[config.mk]
export PLATFORM = sky130hd
export DESIGN_NAME = jog_feed_gating
export DESIGN_NICKNAME = d
export VERILOG_FILES = /design/src/jog_feed_pkg.sv /design/src/jog_axis_gate.sv /design/src/jog_feed_gating.sv
export SDC_FILE = /design/constraint.sdc
export NUM_CORES = 1
export LEC_CHECK = 0
export BUFFER_PORTS_ARGS = -buffer_cell sky130_fd_sc_hd__clkbuf_2
export CORE_MARGIN = 5
export CORE_UTILIZATION = 40
export DETAILED_ROUTE_END_ITERATION = 7
export SETUP_SLACK_MARGIN = 0.05
export SLEW_MARGIN = 0
export SYNTH_ARGS = -nofsm -noshare
export SYNTH_HDL_FRONTEND = slang
export SYNTH_SLANG_ARGS = --single-unit
[constraint.sdc]
create_clock -name aclk -period 2.9 [get_ports aclk]
set_clock_uncertainty 0.05 [all_clocks]
set_input_delay 0.87 -clock aclk [delete_from_list [all_inputs] [get_ports aclk]]
set_output_delay 0.87 -clock aclk [all_outputs]
set_load 0.01 [all_outputs]
[src/jog_feed_pkg.sv]
package jog_feed_pkg;

  // ---------------------------------------------------------------
  // geometry
  // ---------------------------------------------------------------
  localparam int NUM_AXES = 8;

  // ---------------------------------------------------------------
  // register byte offsets
  // ---------------------------------------------------------------
  localparam logic [7:0] OFS_MODE     = 8'h00;
  localparam logic [7:0] OFS_REQUEST  = 8'h04;
  localparam logic [7:0] OFS_OVERRIDE = 8'h08;
  localparam logic [7:0] OFS_LOCK     = 8'h0C;
  localparam logic [7:0] OFS_CONFIG   = 8'h10;
  localparam logic [7:0] OFS_AXIS_CFG = 8'h14;
  localparam logic [7:0] OFS_POS_ERR  = 8'h18;
  localparam logic [7:0] OFS_INPOS_W  = 8'h1C;
  localparam logic [7:0] OFS_STATUS   = 8'h20;
  localparam logic [7:0] OFS_MOTION   = 8'h24;
  localparam logic [7:0] OFS_RATE     = 8'h28;

  // ---------------------------------------------------------------
  // field positions
  // ---------------------------------------------------------------
  localparam int MODE_LOWER_BIT     = 0;
  localparam int MODE_MIDDLE_BIT    = 1;
  localparam int MODE_UPPER_BIT     = 2;
  localparam int REQ_MINUS_POS      = 8;
  localparam int LOCK_AXIS_POS      = 8;
  localparam int LOCK_GLOBAL_BIT    = 0;
  localparam int CFG_GLOBAL_DIS_BIT = 0;
  localparam int CFG_AXIS_DIS_BIT   = 2;
  localparam int CFG_PER_REV_BIT    = 3;
  localparam int CFG_CNC_RESET_BIT  = 8;
  localparam int CFG_SERVO_BIT      = 9;
  localparam int CFG_SPINDLE_BIT    = 10;
  localparam int ST_JOG_MODE_BIT    = 0;
  localparam int ST_OVR_ZERO_BIT    = 1;
  localparam int ST_PER_REV_BIT     = 2;
  localparam int ST_INPOS_POS       = 8;

  // ---------------------------------------------------------------
  // codes and reset values
  // ---------------------------------------------------------------
  localparam logic [2:0]  JOG_MODE_CODE   = 3'h5;
  localparam logic [15:0] OVR_ALL_ONES    = 16'hFFFF;
  localparam logic [15:0] OVR_ALL_ZEROS   = 16'h0000;
  localparam logic [15:0] OVR_RESET       = 16'hFFFF;
  localparam logic [7:0]  LOCK_RESET      = 8'h01;
  localparam logic [15:0] CFG_RESET       = 16'h0100;
  localparam logic [15:0] INPOS_W_RESET   = 16'h0014;
  localparam logic [1:0]  RESP_OKAY       = 2'h0;
  localparam logic [1:0]  RESP_SLVERR     = 2'h2;

endpackage

[src/jog_axis_gate.sv]
module jog_axis_gate (
  input  wire logic        aclk,
  input  wire logic        aresetn,
  input  wire logic        ce,
  input  wire logic        jog_mode,
  input  wire logic        plus_req,
  input  wire logic        minus_req,
  input  wire logic        allowed,
  output logic             move_plus,
  output logic             move_minus
);

  logic plus_prev;
  logic minus_prev;
  logic plus_arm;
  logic minus_arm;

  // ---------------------------------------------------------------
  // edge arming
  // ---------------------------------------------------------------
  // previous value taken as high outside jog so a held key never arms
  wire plus_rise  = plus_req & ~plus_prev;
  wire minus_rise = minus_req & ~minus_prev;
  wire next_plus_arm  = jog_mode & plus_req & (plus_arm | plus_rise);
  wire next_minus_arm = jog_mode & minus_req & (minus_arm | minus_rise);

  always_ff @(posedge aclk) begin
    if (!aresetn) begin
      plus_prev  <= 1'b1;
      minus_prev <= 1'b1;
      plus_arm   <= 1'b0;
      minus_arm  <= 1'b0;
    end else if (ce) begin
      plus_prev  <= plus_req | ~jog_mode;
      minus_prev <= minus_req | ~jog_mode;
      plus_arm   <= next_plus_arm;
      minus_arm  <= next_minus_arm;
    end
  end

  // both directions at once cancel; leaving jog stops motion at once
  assign move_plus  = plus_arm & ~minus_arm & allowed & jog_mode;
  assign move_minus = minus_arm & ~plus_arm & allowed & jog_mode;

endmodule

[src/jog_feed_gating.sv]
// Notes on behaviour
// - jog mode only for code 1,0,1
// - direction bits high request axis jog
// - motion starts on request rising edge only
// - flag pending while position error exceeds width
// - override inverted; all ones/zeros mean 0%
// - override is inverse, 0.01% per count
// - global lock used while its disable is 0
// - axis locks used while their disable is 0
// - global lock low inhibits motion
// - axis lock low inhibits that axis
// - controller reset blocks manual and automatic
// - feed basis bit: 0 per-minute, 1 per-rev
// - per-rev feed needs spindle turning
// - index axis refuses all manual feed
// - servo inactive inhibits all motion
module jog_feed_gating #(
  parameter int NUM_AXES = jog_feed_pkg::NUM_AXES
) (
  input  wire logic                  aclk,
  input  wire logic                  aresetn,
  input  wire logic                  ce,
  input  wire logic [7:0]            s_axi_awaddr,
  input  wire logic                  s_axi_awvalid,
  output logic                       s_axi_awready,
  input  wire logic [31:0]           s_axi_wdata,
  input  wire logic [3:0]            s_axi_wstrb,
  input  wire logic                  s_axi_wvalid,
  output logic                       s_axi_wready,
  output logic [1:0]                 s_axi_bresp,
  output logic                       s_axi_bvalid,
  input  wire logic                  s_axi_bready,
  input  wire logic [7:0]            s_axi_araddr,
  input  wire logic                  s_axi_arvalid,
  output logic                       s_axi_arready,
  output logic [31:0]                s_axi_rdata,
  output logic [1:0]                 s_axi_rresp,
  output logic                       s_axi_rvalid,
  input  wire logic                  s_axi_rready,
  output logic [NUM_AXES-1:0]        jog_plus,
  output logic [NUM_AXES-1:0]        jog_minus,
  output logic [15:0]                jog_rate_pct,
  output logic                       jog_per_rev,
  output logic                       auto_enable
);
  import jog_feed_pkg::*;

  // ---------------------------------------------------------------
  // software-written registers
  // ---------------------------------------------------------------
  logic [2:0]          mode_code;
  logic [NUM_AXES-1:0] axis_plus_request;
  logic [NUM_AXES-1:0] axis_minus_request;
  logic [15:0]         jog_override_inverted;
  logic                global_lock_n;
  logic [NUM_AXES-1:0] axis_lock_n;
  logic [15:0]         config_bits;
  logic [NUM_AXES-1:0] index_axis;
  logic [15:0]         position_error_diag;
  logic [15:0]         inpos_width;

  // ---------------------------------------------------------------
  // decode
  // ---------------------------------------------------------------
  wire mode_code_upper  = mode_code[MODE_UPPER_BIT];
  wire mode_code_middle = mode_code[MODE_MIDDLE_BIT];
  wire mode_code_lower  = mode_code[MODE_LOWER_BIT];
  wire jog_mode = ({mode_code_upper, mode_code_middle, mode_code_lower} == JOG_MODE_CODE);

  wire global_lock_disable = config_bits[CFG_GLOBAL_DIS_BIT];
  wire axis_lock_disable   = config_bits[CFG_AXIS_DIS_BIT];
  wire per_rev_feed_select = config_bits[CFG_PER_REV_BIT];
  wire cnc_reset           = config_bits[CFG_CNC_RESET_BIT];
  wire servo_active        = config_bits[CFG_SERVO_BIT];
  wire spindle_turning     = config_bits[CFG_SPINDLE_BIT];

  wire [15:0] override_pct = ~jog_override_inverted;
  wire override_zero = (jog_override_inverted == OVR_ALL_ONES) ||
                       (jog_override_inverted == OVR_ALL_ZEROS);
  wire [15:0] next_rate = override_zero ? 16'h0000 : override_pct;

  wire global_inhibit = ~global_lock_disable & ~global_lock_n;
  wire [NUM_AXES-1:0] axis_inhibit =
    {NUM_AXES{~axis_lock_disable}} & ~axis_lock_n;
  wire feed_basis_ok = ~per_rev_feed_select | spindle_turning;
  wire common_ok = ~override_zero & ~global_inhibit & servo_active &
                   ~cnc_reset & feed_basis_ok;

  wire [NUM_AXES-1:0] inpos_pending =
    {NUM_AXES{position_error_diag > inpos_width}};

  // ---------------------------------------------------------------
  // per-axis gates
  // ---------------------------------------------------------------
  wire [NUM_AXES-1:0] next_plus;
  wire [NUM_AXES-1:0] next_minus;
  wire [NUM_AXES-1:0] axis_ok = ~axis_inhibit & ~index_axis;

  genvar g;
  generate
    for (g = 0; g < NUM_AXES; g++) begin : g_axis
      jog_axis_gate u_gate (
        .aclk       (aclk),
        .aresetn    (aresetn),
        .ce         (ce),
        .jog_mode   (jog_mode),
        .plus_req   (axis_plus_request[g]),
        .minus_req  (axis_minus_request[g]),
        .allowed    (common_ok & axis_ok[g]),
        .move_plus  (next_plus[g]),
        .move_minus (next_minus[g])
      );
    end
  endgenerate

  always_ff @(posedge aclk) begin
    if (!aresetn) begin
      jog_plus     <= '0;
      jog_minus    <= '0;
      jog_rate_pct <= 16'h0000;
      jog_per_rev  <= 1'b0;
      auto_enable  <= 1'b0;
    end else if (ce) begin
      jog_plus     <= next_plus;
      jog_minus    <= next_minus;
      jog_rate_pct <= next_rate;
      jog_per_rev  <= per_rev_feed_select;
      auto_enable  <= ~cnc_reset & servo_active;
    end
  end

  // ---------------------------------------------------------------
  // axi4-lite slave
  // ---------------------------------------------------------------
  // one write and one read in flight; address and data in either order
  logic       aw_held;
  logic       w_held;
  logic [7:0] aw_addr;
  logic [31:0] w_data;
  logic [3:0] w_strb;

  wire aw_take = s_axi_awvalid & s_axi_awready;
  wire w_take  = s_axi_wvalid & s_axi_wready;
  wire wr_go   = aw_held & w_held & ~s_axi_bvalid;

  function automatic logic [15:0] merge16(input logic [15:0] old,
                                          input logic [31:0] d,
                                          input logic [3:0]  s);
    merge16 = {s[1] ? d[15:8] : old[15:8], s[0] ? d[7:0] : old[7:0]};
  endfunction

  function automatic logic known(input logic [7:0] a);
    known = (a[1:0] == 2'b00) && (a <= OFS_RATE);
  endfunction

  wire [15:0] req_old = {8'h00, axis_plus_request} |
                        ({8'h00, axis_minus_request} << REQ_MINUS_POS);
  wire [15:0] lock_old = {8'h00, 7'h00, global_lock_n} |
                         ({8'h00, axis_lock_n} << LOCK_AXIS_POS);
  wire [15:0] req_new  = merge16(req_old, w_data, w_strb);
  wire [15:0] lock_new = merge16(lock_old, w_data, w_strb);

  always_ff @(posedge aclk) begin
    if (!aresetn) begin
      s_axi_awready <= 1'b1;
      s_axi_wready  <= 1'b1;
      aw_held       <= 1'b0;
      w_held        <= 1'b0;
      aw_addr       <= 8'h00;
      w_data        <= 32'h0000_0000;
      w_strb        <= 4'h0;
      s_axi_bvalid  <= 1'b0;
      s_axi_bresp   <= RESP_OKAY;
    end else if (ce) begin
      if (aw_take) begin
        aw_held       <= 1'b1;
        aw_addr       <= s_axi_awaddr;
        s_axi_awready <= 1'b0;
      end
      if (w_take) begin
        w_held       <= 1'b1;
        w_data       <= s_axi_wdata;
        w_strb       <= s_axi_wstrb;
        s_axi_wready <= 1'b0;
      end
      if (wr_go) begin
        aw_held      <= 1'b0;
        w_held       <= 1'b0;
        s_axi_bvalid <= 1'b1;
        s_axi_bresp  <= known(aw_addr) ? RESP_OKAY : RESP_SLVERR;
      end
      if (s_axi_bvalid && s_axi_bready) begin
        s_axi_bvalid  <= 1'b0;
        s_axi_awready <= 1'b1;
        s_axi_wready  <= 1'b1;
      end
    end
  end

  // status and read-only words ignore writes
  always_ff @(posedge aclk) begin
    if (!aresetn) begin
      mode_code             <= 3'h0;
      axis_plus_request     <= '0;
      axis_minus_request    <= '0;
      jog_override_inverted <= OVR_RESET;
      global_lock_n         <= LOCK_RESET[0];
      axis_lock_n           <= '1;
      config_bits           <= CFG_RESET;
      index_axis            <= '0;
      position_error_diag   <= 16'h0000;
      inpos_width           <= INPOS_W_RESET;
    end else if (ce && wr_go) begin
      case (aw_addr)
        OFS_MODE: mode_code <= w_strb[0] ?
                               w_data[2:0] : mode_code;
        OFS_REQUEST: begin
          axis_plus_request  <= req_new[NUM_AXES-1:0];
          axis_minus_request <= req_new[REQ_MINUS_POS +: NUM_AXES];
        end
        OFS_OVERRIDE: jog_override_inverted <= merge16(jog_override_inverted, w_data, w_strb);
        OFS_LOCK: begin
          global_lock_n <= lock_new[LOCK_GLOBAL_BIT];
          axis_lock_n   <= lock_new[LOCK_AXIS_POS +: NUM_AXES];
        end
        OFS_CONFIG:   config_bits <= merge16(config_bits, w_data, w_strb);
        OFS_AXIS_CFG: index_axis <= w_strb[0] ? w_data[NUM_AXES-1:0] : index_axis;
        OFS_POS_ERR:  position_error_diag <= merge16(position_error_diag, w_data, w_strb);
        OFS_INPOS_W:  inpos_width <= merge16(inpos_width, w_data, w_strb);
        default: ;
      endcase
    end
  end

  // ---------------------------------------------------------------
  // read path
  // ---------------------------------------------------------------
  wire [15:0] status_word = {inpos_pending, 5'h00, per_rev_feed_select,
                             override_zero, jog_mode};
  logic [31:0] rd_mux;
  always_comb begin
    rd_mux = 32'h0000_0000;
    case (s_axi_araddr)
      OFS_MODE:     rd_mux = {29'h0000_0000, mode_code};
      OFS_REQUEST:  rd_mux = {16'h0000, req_old};
      OFS_OVERRIDE: rd_mux = {16'h0000, jog_override_inverted};
      OFS_LOCK:     rd_mux = {16'h0000, lock_old};
      OFS_CONFIG:   rd_mux = {16'h0000, config_bits};
      OFS_AXIS_CFG: rd_mux = {24'h00_0000, index_axis};
      OFS_POS_ERR:  rd_mux = {16'h0000, position_error_diag};
      OFS_INPOS_W:  rd_mux = {16'h0000, inpos_width};
      OFS_STATUS:   rd_mux = {16'h0000, status_word};
      OFS_MOTION:   rd_mux = {16'h0000, jog_minus, jog_plus};
      OFS_RATE:     rd_mux = {16'h0000, jog_rate_pct};
      default:      rd_mux = 32'h0000_0000;
    endcase
  end

  always_ff @(posedge aclk) begin
    if (!aresetn) begin
      s_axi_arready <= 1'b1;
      s_axi_rvalid  <= 1'b0;
      s_axi_rdata   <= 32'h0000_0000;
      s_axi_rresp   <= RESP_OKAY;
    end else if (ce) begin
      if (s_axi_arvalid && s_axi_arready) begin
        s_axi_arready <= 1'b0;
        s_axi_rvalid  <= 1'b1;
        s_axi_rdata   <= rd_mux;
        s_axi_rresp   <= known(s_axi_araddr) ? RESP_OKAY : RESP_SLVERR;
      end else if (s_axi_rvalid && s_axi_rready) begin
        s_axi_rvalid  <= 1'b0;
        s_axi_arready <= 1'b1;
      end
    end
  end

  // ---------------------------------------------------------------
  // checks
  // ---------------------------------------------------------------
  property p_mode_gate;
    @(posedge aclk) disable iff (!aresetn)
      ce && !jog_mode |=> (jog_plus == '0) && (jog_minus == '0);
  endproperty
  a_mode_gate: assert property (p_mode_gate) else $error("jog outside jog mode");

  property p_held_request;
    @(posedge aclk) disable iff (!aresetn)
      ce && !jog_mode && axis_plus_request[0] ##1 ce && jog_mode && axis_plus_request[0] ##1 ce
        |=> !jog_plus[0];
  endproperty
  a_held_request: assert property (p_held_request) else $error("held request moved axis");

  property p_override_zero;
    @(posedge aclk) disable iff (!aresetn)
      ce && override_zero |=> jog_rate_pct == 16'h0000;
  endproperty
  a_override_zero: assert property (p_override_zero) else $error("zero override nonzero rate");

  property p_override_val;
    @(posedge aclk) disable iff (!aresetn)
      ce && !override_zero |=> jog_rate_pct == ~$past(jog_override_inverted);
  endproperty
  a_override_val: assert property (p_override_val) else $error("override not inverse");

  property p_global_lock;
    @(posedge aclk) disable iff (!aresetn)
      ce && !global_lock_disable && !global_lock_n |=> jog_plus == '0;
  endproperty
  a_global_lock: assert property (p_global_lock) else $error("global lock ignored");

  property p_axis_lock;
    @(posedge aclk) disable iff (!aresetn)
      ce && !axis_lock_disable && !axis_lock_n[0] |=> !jog_minus[0];
  endproperty
  a_axis_lock: assert property (p_axis_lock) else $error("axis lock ignored");

  property p_reset_block;
    @(posedge aclk) disable iff (!aresetn)
      ce && cnc_reset |=> !auto_enable && jog_plus == '0;
  endproperty
  a_reset_block: assert property (p_reset_block) else $error("reset state not blocking");

  property p_per_rev;
    @(posedge aclk) disable iff (!aresetn)
      ce && per_rev_feed_select && !spindle_turning |=> jog_minus == '0;
  endproperty
  a_per_rev: assert property (p_per_rev) else $error("per-rev moved w/o spindle");

  property p_index_axis;
    @(posedge aclk) disable iff (!aresetn)
      ce && index_axis[1] |=> !jog_plus[1] && !jog_minus[1];
  endproperty
  a_index_axis: assert property (p_index_axis) else $error("index axis moved");

  property p_servo;
    @(posedge aclk) disable iff (!aresetn)
      ce && !servo_active |=> !auto_enable && jog_plus == '0;
  endproperty
  a_servo: assert property (p_servo) else $error("servo off but motion");

  c_jog_move: cover property (@(posedge aclk) disable iff (!aresetn) jog_plus[0]);
  c_write:    cover property (@(posedge aclk) disable iff (!aresetn) s_axi_bvalid);
  c_read:     cover property (@(posedge aclk) disable iff (!aresetn) s_axi_rvalid);

endmodule

==> results_dict.tcl <==
set metrics [dict create \
    tightest_slew_ns 0.691 \
    required_ns 3.31 \
    grtUsageTotal_pct 23.0 \
    max_freq_mhz 422 \
    cts.path.max_buffers 3 \
    cts_tree "built" \
    cellPowerDensity_nw_per_um2 552 \
    postCtsHoldBufs 0 \
    syn_inst 1318 \
    grt_max_degree 67 \
    drtIter0Drc 1059 \
    hold_violations 0 \
    grt.overflow.total 0 \
    synth_area_um2 10500 \
    maxSlewHeadroom_pct 53.8 \
    dr_wl_met3_um 2810 \
    wl_met2_um 14600 \
    yosysWarnings 0 \
    ys_types 60 \
    outcome "completed" \
    total_power_mw 6.68 \
    clk_latency_ns 0.53 \
    ant_nets 0 \
    fin_util_pct 46.7 \
    dr.pass1.iters 5 \
    clkTransAtPathRegs_ns 0.06 \
    vias 9702 \
    antenna_found_initial 2 \
    rows 59 \
    root_buffer "clkbuf_16" \
    grt_first_pass_wirelength_um 53000 \
    crit_path_max_incr_delay_ns 0.46 \
    fp.dieW_um 172 \
    core_area_um2 25900 \
    clkSinkCount 217 \
    routed_wl_um 34600 \
    async_reset_ff_share_pct 0 \
    worstPathCellList "inv_1, ha_1, nand4_1, nor4_1, o21ai_0, a31oi_2, nand2_1, nand3_1" \
    setup_viol 0 \
    synth_top_area_share_pct 41.4 \
    grt_pass1_vias 8964 \
    final_cells 1733 \
    cts_buffers 25 \
    dieHeight_um 172 \
    crit_slowest_cell "nor4_1" \
    maxSlewViolCount 0 \
    ir_drop_mv 0.437 \
    multiInputGateArea_um2 5510 \
    synth_top_area_cell "dfxtp_1" \
    ys_seq_area_share_pct 41.4 \
    synth.avg_cell_area_um2 7.95 \
    hp-class "reg2reg" \
    worstSetupStartpointType "flop" \
    cap_violations 0 \
    crit_arrival_ns 2.78 \
    met1_length_um 16100 \
    p_leak_nw 4.51 \
    holdWs_ns 0.409 \
    synth-main-ff-cell "dfxtp_1" \
    worstPathMaxFanout 5 \
    min_period_over_period_pct 81.6 \
    area_growth_pct 15.4 \
    seqCellArea_um2 4340 \
    dieArea_um2 29500 \
    final_common_cell "nand2_1" \
    ys_seq_elements 217 \
    final_cell_mix "nand2_1, dfxtp_1, nand3_1, clkbuf_2, a21boi_0" \
    drc 0 \
    htree_levels 1 \
    setup-tns-final_ns 0 \
    nFillCells 2584 \
    wl_per_cell_um 20.0 \
    synth_enable_flop_cells 0 \
    endpoint_kind "flop" \
    yosys-top-cells-area "dfxtp_1, nand2_1, nand3_1, a21boi_0, o21ai_0" \
    postCtsSetupBuffers 0 \
    globalplace.congestion 0.975 \
    layout-drive-gt1-share_pct 14.0 \
    io_pins 135 \
    nets 1454 \
    vias_per_cell 5.60 \
    io_buffers 98 \
    hpwl_um 24600 \
    start_util_pct 40.5 \
    top_layer_used "met5" \
    min_period_ns 2.37 \
    critPathKind "reg2reg" \
    place_inst 1686 \
    rsz0062_at_grt "no" \
    cts_resized 0 \
]
## logic make-up (layout without fill, tap and decap cells)
logic type | Yosys count | after routing | share of synthesized area [%]
adder cells (fa/ha/maj) | 16 | 16 | 1.91
flip-flops | 217 | 217 | 41.4
other | 1 | 19 | 0.0358
AO/OA/AOI/OAI | 299 | 299 | 18.6
AND/OR/NAND/NOR | 610 | 610 | 28.5
multiplexers | 24 | 24 | 2.72
buffers and inverters | 151 | 213 | 6.81
## per-stage QoR
step / cell area (µm²) / setup WS [ns]
global route: 12100 / 0.431
global placement: 11300 / 0.188
CTS: 12100 / 0.583
finish: 12100 / 0.532
floorplan: 10500 / 0.618
detailed placement: 11300 / 0.229
## layer usage
metal	up-vias	track usage, %
met5	-	0
met4	2	7.28
met3	75	4.02
met2	428	34.2
met1	4514	34.0
li1	4683	-
## critical path, delay by kind of cell, from the launching register on
kind,cells,cell delay (ns)
DFF,1,0.39
and+or+nand+nor,4,0.95
AOI/OAI and AO/OA,2,0.55
buffers and inverters,1,0.06
adders and majority gates,1,0.29
## power breakdown
part	internal (mW)	switching [mW]
Sequential	3.01	0.0582
Combinational	0.135	0.231
Clock	1.96	1.29
Total	5.10	1.58
## synthesized netlist by cell type, types with 3 or more instances
cell / count
a32oi_1: 3
nand4_1: 14
a21oi_1: 43
o22ai_1: 23
dfxtp_1: 217
buf_6: 3
a22oi_1: 18
o31ai_1: 5
mux4_2: 3
nor3_1: 9
a22o_1: 7
nor4_1: 8
inv_1: 34
nor2_1: 58
a31oi_1: 4
mux2i_1: 15
and2_1: 20
buf_4: 23
ha_1: 16
nand2b_1: 3
nand2_1: 251
buf_1: 4
mux2_2: 6
nand3b_1: 39
buf_2: 31
clkbuf_1: 56
nor4b_4: 3
nor2b_1: 23
a21boi_1: 14
a21boi_0: 87
o21ai_0: 69
a21o_1: 5
and3_1: 7
nand3_1: 156
o21ai_1: 5
## registers in the layout, indices dropped and copies added (netlist names), 16 cells and up
signal,flops
s_axi_rdata,16
jog_override_inverted,16
inpos_width,16
jog_rate_pct,16
w_data,16
position_error_diag,16
config_bits,16
## path summary, 6_finish.rpt
| kind | start | endpoint | slack, ns | depth (start not counted) |
|---|---|---|---|---|
| worst min-delay path | s_axi_rdata[0] | s_axi_rdata[0] | 0.41 | 2 |
| worst max-delay path | inpos_width[14] | s_axi_rdata[14] | 0.53 | 8 |
| worst max register to register | inpos_width[14] | s_axi_rdata[14] | 0.53 | 8 |
| worst min register to register | s_axi_rdata[0] | s_axi_rdata[0] | 0.41 | 2 |
## layout make-up
type,count,share of cell area (%)
Antenna cell,1,0.0207
Clock buffer,35,5.81
Clock inverter,11,1.19
Inverter,34,1.05
Multi-Input combinational cell,967,45.5
Sequential cell,217,35.9
Tap cell,335,3.46
Timing Repair Buffer,133,7.02
No activity file was read; power rests on OpenSTA's default activity.
